## src/rpi_consts.vh

```
`ifndef RPI_CONSTS_VH
`define RPI_CONSTS_VH
`define RPI_NUM_ALARMS     11
`define RPI_NUM_FUNCS      8
`define RPI_ID_W           3
`define RPI_BLINK_W        24
`define RPI_BLINK_HALF     24'h7735a0
`define RPI_ACT_HALF       24'h1e8480
`define RPI_SET_W          16
`define RPI_REG_W          4
`define RPI_OFF_CTRL       4'h0
`define RPI_OFF_STATUS     4'h1
`define RPI_OFF_MODE_LO    4'h2
`define RPI_OFF_MODE_HI    4'h3
`define RPI_OFF_LAMPS      4'h4
`define RPI_OFF_SET_VAL    4'h5
`define RPI_OFF_SET_MIN    4'h6
`define RPI_OFF_SET_MAX    4'h7
`define RPI_OFF_ACK        4'h8
`define RPI_BIT_WEB_EN     0
`define RPI_MODE_NL        2'h0
`define RPI_MODE_LT        2'h1
`define RPI_MODE_NLF       2'h2
`define RPI_MODE_LTF       2'h3
`define RPI_SET_MIN_RST    16'h0000
`define RPI_SET_MAX_RST    16'hffff
`endif

```

## src/rpi_panel.v

```verilog
`timescale 1ns/1ps
`include "rpi_consts.vh"
module rpi_panel #(
    parameter NUM_ALARMS = `RPI_NUM_ALARMS,
    parameter NUM_FUNCS  = `RPI_NUM_FUNCS
) (
    input  wire                      clk,           // system clock
    input  wire                      rstn,          // async reset, active low
    input  wire                      ce,            // clock enable
    input  wire                      internal_fault, // relay self-check fault
    input  wire                      test_mode,     // relay in test mode
    input  wire [NUM_FUNCS-1:0]      pickup,        // per function pickup
    input  wire [NUM_FUNCS-1:0]      blocked,       // per function blocked
    input  wire [NUM_FUNCS-1:0]      func_reset,    // per function reset pulse
    input  wire [NUM_FUNCS-1:0]      trip,          // per function trip
    input  wire                      comm_reset,    // reset over communication
    input  wire                      clear_ind,     // clear indications pulse
    input  wire                      clear_alarms,  // acknowledge alarm lamps pulse
    input  wire [NUM_ALARMS-1:0]     alarm_act,     // alarm activation inputs
    input  wire                      eth_link,      // front port link up
    input  wire                      eth_traffic,   // front port traffic pulse
    input  wire [`RPI_REG_W-1:0]     addr,          // register address
    input  wire [31:0]               wdata,         // write data
    input  wire                      wr,            // write strobe
    input  wire                      rd,            // read strobe
    output reg  [31:0]               rdata,         // read data, cycle after rd
    output reg                       lamp_healthy,  // healthy lamp
    output reg                       lamp_pickup,   // pickup lamp
    output reg                       lamp_trip,     // trip lamp
    output reg  [NUM_ALARMS-1:0]     lamp_alarm,    // alarm lamps
    output reg                       lamp_link,     // green link lamp
    output reg                       lamp_activity, // yellow activity lamp
    output reg                       msg_fault,     // fault message request
    output reg                       msg_pickup,    // pickup message request
    output reg                       msg_trip,      // trip message request
    output reg  [`RPI_ID_W-1:0]      last_pickup_id, // most recent pickup function
    output reg  [`RPI_ID_W-1:0]      last_trip_id,  // most recent trip function
    output reg                       web_enabled    // active browser interface state
);

////////////////////////////////////////////////////////////////////////////////
reg rst_s1;
reg rst_s2;
always @(posedge clk or negedge rstn) begin
    if (!rstn) begin
        rst_s1 <= 1'b0;
        rst_s2 <= 1'b0;
    end else begin
        rst_s1 <= 1'b1;
        rst_s2 <= rst_s1;
    end
end
wire rst_n = rst_s2;

////////////////////////////////////////////////////////////////////////////////
// blink timebase shared by every flashing lamp keeps them in phase
reg [`RPI_BLINK_W-1:0] blink_cnt;
reg                    blink;
always @(posedge clk or negedge rst_n) begin
    if (!rst_n) begin
        blink_cnt <= {`RPI_BLINK_W{1'b0}};
        blink     <= 1'b0;
    end else if (ce) begin
        if (blink_cnt == `RPI_BLINK_HALF) begin
            blink_cnt <= {`RPI_BLINK_W{1'b0}};
            blink     <= ~blink;
        end else begin
            blink_cnt <= blink_cnt + 1'b1;
        end
    end
end

////////////////////////////////////////////////////////////////////////////////
// registers
reg                      web_cfg;
reg [2*NUM_ALARMS-1:0]   alarm_mode;
reg [`RPI_SET_W-1:0]     set_val;
reg [`RPI_SET_W-1:0]     set_min;
reg [`RPI_SET_W-1:0]     set_max;
reg                      set_invalid;
reg                      ack_sw;
wire [31:0]              mode_word = {{(32-2*NUM_ALARMS){1'b0}}, alarm_mode};
wire                     ack = clear_alarms | ack_sw;
wire [`RPI_SET_W-1:0]    wval = wdata[`RPI_SET_W-1:0];

always @(posedge clk or negedge rst_n) begin
    if (!rst_n) begin
        web_cfg     <= 1'b1;
        alarm_mode  <= {(2*NUM_ALARMS){1'b0}};
        set_val     <= `RPI_SET_MIN_RST;
        set_min     <= `RPI_SET_MIN_RST;
        set_max     <= `RPI_SET_MAX_RST;
        set_invalid <= 1'b0;
        ack_sw      <= 1'b0;
    end else if (ce) begin
        ack_sw <= 1'b0;
        if (wr) begin
            case (addr)
            `RPI_OFF_CTRL: begin
                web_cfg <= wdata[`RPI_BIT_WEB_EN];
            end
            `RPI_OFF_MODE_LO: begin
                alarm_mode[15:0] <= wdata[15:0];
            end
            `RPI_OFF_MODE_HI: begin
                alarm_mode[2*NUM_ALARMS-1:16] <= wdata[2*NUM_ALARMS-17:0];
            end
            `RPI_OFF_SET_VAL: begin
                // out of range values are refused and flagged
                if (wval < set_min || wval > set_max) begin
                    set_invalid <= 1'b1;
                end else begin
                    set_val     <= wval;
                    set_invalid <= 1'b0;
                end
            end
            `RPI_OFF_SET_MIN: begin
                set_min <= wval;
            end
            `RPI_OFF_SET_MAX: begin
                set_max <= wval;
            end
            `RPI_OFF_ACK: begin
                ack_sw <= wdata[0];
            end
            default: begin
            end
            endcase
        end
    end
end

// web enable is sampled only when reset is released, i.e. at restart
reg rst_live;
always @(posedge clk or negedge rst_n) begin
    if (!rst_n) begin
        web_enabled <= 1'b1;
    end else if (ce && !rst_live) begin
        web_enabled <= web_cfg;
    end
end
// marks that the first cycle after restart has passed
always @(posedge clk or negedge rstn) begin
    if (!rstn) begin
        rst_live <= 1'b0;
    end else if (ce && rst_n) begin
        rst_live <= 1'b1;
    end
end

////////////////////////////////////////////////////////////////////////////////
// protection indicators
reg                 trip_latch;
reg [NUM_FUNCS-1:0] pickup_d;
reg [NUM_FUNCS-1:0] trip_d;
reg [NUM_FUNCS-1:0] blk_hold;
reg [NUM_FUNCS-1:0] blk_seen;
wire [NUM_FUNCS-1:0] pickup_rise = pickup & ~pickup_d;
wire [NUM_FUNCS-1:0] trip_rise   = trip & ~trip_d;
wire [NUM_FUNCS-1:0] next_blk    = blocked & ~func_reset & (blk_hold | blocked & ~blk_seen);
wire                 any_block   = |next_blk;
wire                 trip_clr    = comm_reset | clear_ind;
// new trip wins over a clear in the same cycle
wire                 next_trip_latch = (|trip) | (trip_latch & ~trip_clr);

reg [`RPI_ID_W-1:0] next_pick_id;
reg [`RPI_ID_W-1:0] next_trip_id;
integer i;
always @* begin
    next_pick_id = last_pickup_id;
    next_trip_id = last_trip_id;
    for (i = 0; i < NUM_FUNCS; i = i + 1) begin
        if (pickup_rise[i]) begin
            next_pick_id = i[`RPI_ID_W-1:0];
        end
        if (trip_rise[i]) begin
            next_trip_id = i[`RPI_ID_W-1:0];
        end
    end
end

always @(posedge clk or negedge rst_n) begin
    if (!rst_n) begin
        trip_latch   <= 1'b0;
        pickup_d     <= {NUM_FUNCS{1'b0}};
        trip_d       <= {NUM_FUNCS{1'b0}};
        blk_hold     <= {NUM_FUNCS{1'b0}};
        blk_seen     <= {NUM_FUNCS{1'b0}};
        lamp_healthy <= 1'b0;
        lamp_pickup  <= 1'b0;
        lamp_trip    <= 1'b0;
    end else if (ce) begin
        pickup_d     <= pickup;
        trip_d       <= trip;
        // a function reset drops the blocked indication until blocking re-asserts
        blk_hold     <= next_blk;
        blk_seen     <= blocked;
        trip_latch   <= next_trip_latch;
        lamp_healthy <= (internal_fault | test_mode) ? blink : 1'b1;
        if (any_block) begin
            lamp_pickup <= blink;
        end else begin
            lamp_pickup <= |pickup;
        end
        // lamp follows the next latch value so it never lags a clear by a cycle
        lamp_trip    <= next_trip_latch;
    end
end

// identity of the most recent pickup and trip shown on the display
always @(posedge clk or negedge rst_n) begin
    if (!rst_n) begin
        last_pickup_id <= {`RPI_ID_W{1'b0}};
        last_trip_id   <= {`RPI_ID_W{1'b0}};
    end else if (ce) begin
        last_pickup_id <= next_pick_id;
        last_trip_id   <= next_trip_id;
    end
end

// message requests; a test mode flash alone raises no fault message
always @(posedge clk or negedge rst_n) begin
    if (!rst_n) begin
        msg_fault  <= 1'b0;
        msg_pickup <= 1'b0;
        msg_trip   <= 1'b0;
    end else if (ce) begin
        msg_fault  <= internal_fault;
        msg_pickup <= |pickup;
        msg_trip   <= next_trip_latch;
    end
end

////////////////////////////////////////////////////////////////////////////////
// alarm lamps; pending set wins over an acknowledge in the same cycle
reg [NUM_ALARMS-1:0] pend;
reg [NUM_ALARMS-1:0] acked;
genvar g;
generate
    for (g = 0; g < NUM_ALARMS; g = g + 1) begin : g_alarm
        wire [1:0] mode = alarm_mode[2*g+1:2*g];
        always @(posedge clk or negedge rst_n) begin
            if (!rst_n) begin
                pend[g]       <= 1'b0;
                acked[g]      <= 1'b0;
                lamp_alarm[g] <= 1'b0;
            end else if (ce) begin
                // an alarm acknowledged while active leaves nothing pending after release
                if (alarm_act[g] && !acked[g]) begin
                    pend[g] <= 1'b1;
                end else if (ack || acked[g]) begin
                    pend[g] <= 1'b0;
                end
                if (!alarm_act[g]) begin
                    acked[g] <= 1'b0;
                end else if (ack) begin
                    acked[g] <= 1'b1;
                end
                case (mode)
                `RPI_MODE_NL: begin
                    lamp_alarm[g] <= alarm_act[g];
                end
                `RPI_MODE_LT: begin
                    lamp_alarm[g] <= alarm_act[g] | pend[g];
                end
                `RPI_MODE_NLF: begin
                    lamp_alarm[g] <= alarm_act[g] & blink;
                end
                `RPI_MODE_LTF: begin
                    if (alarm_act[g] && acked[g]) begin
                        lamp_alarm[g] <= 1'b1;
                    end else begin
                        lamp_alarm[g] <= (alarm_act[g] | pend[g]) & blink;
                    end
                end
                default: begin
                    lamp_alarm[g] <= 1'b0;
                end
                endcase
            end
        end
    end
endgenerate

////////////////////////////////////////////////////////////////////////////////
// front port lamps; activity stretched so short traffic bursts stay visible
reg [`RPI_BLINK_W-1:0] act_cnt;
always @(posedge clk or negedge rst_n) begin
    if (!rst_n) begin
        act_cnt       <= {`RPI_BLINK_W{1'b0}};
        lamp_link     <= 1'b0;
        lamp_activity <= 1'b0;
    end else if (ce) begin
        lamp_link <= eth_link;
        if (eth_traffic) begin
            act_cnt <= `RPI_ACT_HALF;
        end else if (act_cnt != {`RPI_BLINK_W{1'b0}}) begin
            act_cnt <= act_cnt - 1'b1;
        end
        lamp_activity <= (act_cnt != {`RPI_BLINK_W{1'b0}}) & blink;
    end
end

////////////////////////////////////////////////////////////////////////////////
// read port
always @(posedge clk or negedge rst_n) begin
    if (!rst_n) begin
        rdata <= 32'h0;
    end else if (ce) begin
        rdata <= 32'h0;
        if (rd) begin
            case (addr)
            `RPI_OFF_CTRL: begin
                rdata <= {31'h0, web_cfg};
            end
            `RPI_OFF_STATUS: begin
                rdata <= {29'h0, set_invalid, web_enabled, trip_latch};
            end
            `RPI_OFF_MODE_LO: begin
                rdata <= {16'h0, mode_word[15:0]};
            end
            `RPI_OFF_MODE_HI: begin
                rdata <= {16'h0, mode_word[31:16]};
            end
            `RPI_OFF_LAMPS: begin
                rdata <= {18'h0, lamp_link, lamp_activity, lamp_alarm[10:0], lamp_trip};
            end
            `RPI_OFF_SET_VAL: begin
                rdata <= {16'h0, set_val};
            end
            `RPI_OFF_SET_MIN: begin
                rdata <= {16'h0, set_min};
            end
            `RPI_OFF_SET_MAX: begin
                rdata <= {16'h0, set_max};
            end
            default: begin
                rdata <= 32'h0;
            end
            endcase
        end
    end
end

endmodule

```

## config.mk

```make
export PLATFORM = sky130hd
export DESIGN_NAME = rpi_panel
export DESIGN_NICKNAME = d
export VERILOG_FILES = /design/src/rpi_panel.v
export VERILOG_INCLUDE_DIRS = /design/src
export SDC_FILE = /design/constraint.sdc
export NUM_CORES = 1
export LEC_CHECK = 0
export BUFFER_PORTS_ARGS = -buffer_cell sky130_fd_sc_hd__buf_4
export CAP_MARGIN = 20
export CORE_MARGIN = 5
export CORE_UTILIZATION = 55
export CTS_CLUSTER_DIAMETER = 60
export DETAILED_ROUTE_END_ITERATION = 12
export PLACE_DENSITY = 0.76
export SLEW_MARGIN = 20
export SYNTH_ARGS = -nofsm -noshare
export SYNTH_HDL_FRONTEND = slang
export SYNTH_SLANG_ARGS = --single-unit
```

## constraint.sdc

```tcl
create_clock -name clk -period 16.5 [get_ports clk]
set_input_delay 0 -clock clk [delete_from_list [all_inputs] [get_ports clk]]
set_output_delay 0 -clock clk [all_outputs]
set_load 0.1 [all_outputs]
```

==> impl_metrics.csv <==
group,metric,value,unit
synth,async_reset_ff_share,100,%
synth,synth.top_cell.area_share,46.3,%
final_layout,syn_to_final_growth,23.7,%
place,dp_slack,13.34,ns
worst_setup_path,worstPathArrival,3.62,ns
flow_run,max_cap_violations,0,
synth,synth_top_area_cell,"dfrtp_1",
place,hpwl,18.1,mm
worst_setup_path,cp-end-kind,"flop",
synth,yosys.area_share.simple,13.9,%
floorplanning,core-area,19500,um^2
worst_setup_path,worstSetupStartpointType,"flop",
final_layout,layout_common_cells,"dfrtp_1 (201), buf_4 (124), inv_1 (94)",
synth,synth_mux_area_share,6.78,%
clocking,cts.sinks,220,
routing,vias,8905,
routing,drtPass1Iterations,5,
pwr,total_power,1.57,mW
place,gp_congestion,0.879,
synth,synth_top_family_by_area,"compound AO/OA/AOI/OAI gates",
clocking,htreeDepth,1,
timing,timing.final.crit_share,19.6,%
synth,synth.avg_cell_area,9.96,um^2
pwr,leakagePower,6.13,nW
global_route,grt_pass1_wl,45.4,mm
final_layout,drive_gt1_share,20.1,%
final_layout,fin_nets,1394,
timing,max_slew_margin,25.7,%
synth,synth_edf_count,0,
worst_setup_path,critPathKind,"flop to flop",
clocking,clock-root-buffer,"clkbuf_16",
worst_setup_path,critPathRequiredTime,16.89,ns
worst_setup_path,crit_fanout,17,
synth,synth_xor_area_share,3.05,%
pwr,power_density,116,nW/um^2
synth,synth_compound_area_share,15.5,%
synth,ys_ff_latch,220,
timing,rsz0062_at_grt,"no",
clocking,tritoncts,"built",
routing,drt-vias-per-instance,5.73,
place,dp_cells,1434,
synth,ys.flop_type,"dfrtp_1",
timing,finalHoldViolCount,0,
clocking,clkLatencyLatePin,0.52,ns
floorplanning,start_util,55.9,%
clocking,clockBufferDepth,3,
global_route,grt_max_degree,87,
timing,tightest_slew,1.11,ns
clocking,cts_made_buffers,24,
routing,drt-total-wl,28.5,mm
routing,drc,0,
routing,wl_per_cell,18.3,um
synth,synthAdderAreaFrac,3.90,%
timing,fmax,309,MHz
outcome,run_status,"complete, no violations",
final_layout,final_common_cell,"dfrtp_1",
timing,setup_viol,0,
floorplanning,die_y,151,um
clocking,clk_pin_slew,0.06,ns
worst_hold_path,min_path_type,"input pin to flop",
final_layout,final_util,69.1,%
global_route,antenna_found_initial,2,
timing,tns,0,ns
global_route,overflow,0,
routing,ant_nets,0,
synth,netlist_instances,1095,
timing,slew_violations,0,
global_route,first_global_vias,8961,
place,io_buffers,116,
timing,finalClockSkew,0.0235,ns
synth,ys_seq_area_share,50.7,%
floorplanning,die_area,22700,um^2
floorplanning,io_pins,149,
synth,ys_types,63,
final_layout,stdcell_count,1554,
synth,yosysWarnings,0,
floorplanning,row_count,51,
clocking,post_cts_buffers,0,
floorplanning,die_x,151,um
timing,fin_ws,13.27,ns
timing,min_period,3.23,ns
clocking,post_cts_resized,0,
synth,netlist_top_cells_area,"dfrtp_1 (46%), mux2_2 (6.5%), dfstp_2 (4.3%)",
routing,drt_iter0_markers,713,
synth,syn_area,10900,um^2
pwr,vdd_drop_max,88.5,uV
global_route,grtUsageTotal,24.9,%
-- layout make-up --
type                    instances  area [um^2]
clock inverters                 9          109
repair buffers                198         1690
flip-flops and latches        220         5530
multi-input cells             731         4770
inverters                      94          353
clock buffers                  34          698
diodes                          3         7.51
well taps                     265          332
fillers                      1463         6030
-- path summary, 6_finish.rpt --
check,from,end,slack [ns],cells past startpoint
worst min-delay path,ce,lamp_alarm[8],0.14,3
worst max-delay path,set_max[5],set_val[0],13.27,8
min in group asynchronous,rst_n,rdata[0],0.23,0
worst min register to register,rst_n,rdata[0],0.23,0
max in group asynchronous,rst_n,pend[9],14.71,2
worst max register to register,set_max[5],set_val[0],13.27,8
-- routing by layer --
metal / part of all wire (%) / track usage [%] / wire length, um / up-vias
met4: 2.9 / 8.39 / 824 / 0
li1: - / - / - / 4174
met2: 49 / 41.3 / 14000 / 318
met3: 7.2 / 5.09 / 2050 / 58
met1: 41 / 33.0 / 11700 / 4355
met5: 0 / 0 / 0 / -
-- metrics by stage --
step	hold slack [ns]	cell area [um^2]
3_3_place_gp	-0.209	11900
6_report	0.140	13500
2_1_floorplan	-0.296	11000
3_5_place_dp	-0.208	11900
5_1_grt	0.161	13500
4_1_cts	0.126	13500
-- cell usage after synthesis (20+ instances only) --
library cell and number:
xnor2_1 20, mux2_2 63, nor2_1 73, a21oi_1 83, ha_1 34, dfrtp_1 202, inv_1 94, nand2b_1 24
o21ai_0 82, nand3_1 24, nand2_1 86, clkbuf_1 37
-- kinds of logic after synthesis --
logic type                 Yosys count
muxes                               66
buffers and inverters              159
xor gates and xnor gates            38
AOI/OAI and AO/OA                  271
and+or+nand+nor                    305
DFF                                220
adders and majority gates           34
other                                2
-- timing repair --
action | in CTS | in global routing
setup endpoints to repair | 0 | 0
endpoints found under the hold margin | 163 | 0
hold buffers | 73 | 0
-- registers in the layout, summed over array words and instances, names as in the netlist, 3 cells and up --
| signal | count |
|---|---|
| set_min | 16 |
| acked | 11 |
| last_pickup_id | 3 |
| alarm_mode | 22 |
| act_cnt | 24 |
| blink_cnt | 24 |
| lamp_alarm | 11 |
| set_val | 16 |
| blk_hold | 8 |
| set_max | 16 |
| pend | 11 |
| last_trip_id | 3 |
| blk_seen | 8 |
| trip_d | 8 |
| rdata | 16 |
| pickup_d | 8 |
-- worst max-delay path: stages, from the launching register on --
cell	delay [ns]
dfstp_2	0.52
inv_1	0.05
ha_1	0.29
a21oi_1	0.18
o21ai_0	0.15
a221o_1	0.35
a211oi_1	0.19
o32a_1	0.92
mux2_2	0.43
-- power breakdown --
part           internal [mW]  switching [mW]  leakage (nW)  total [mW]
Sequential             0.621          0.0649          2.69       0.686
Clock                  0.326           0.217         0.398       0.543
Combinational          0.126           0.211          3.04       0.337
Total                   1.07           0.493          6.13        1.57
No activity file was read; power rests on OpenSTA's default activity.
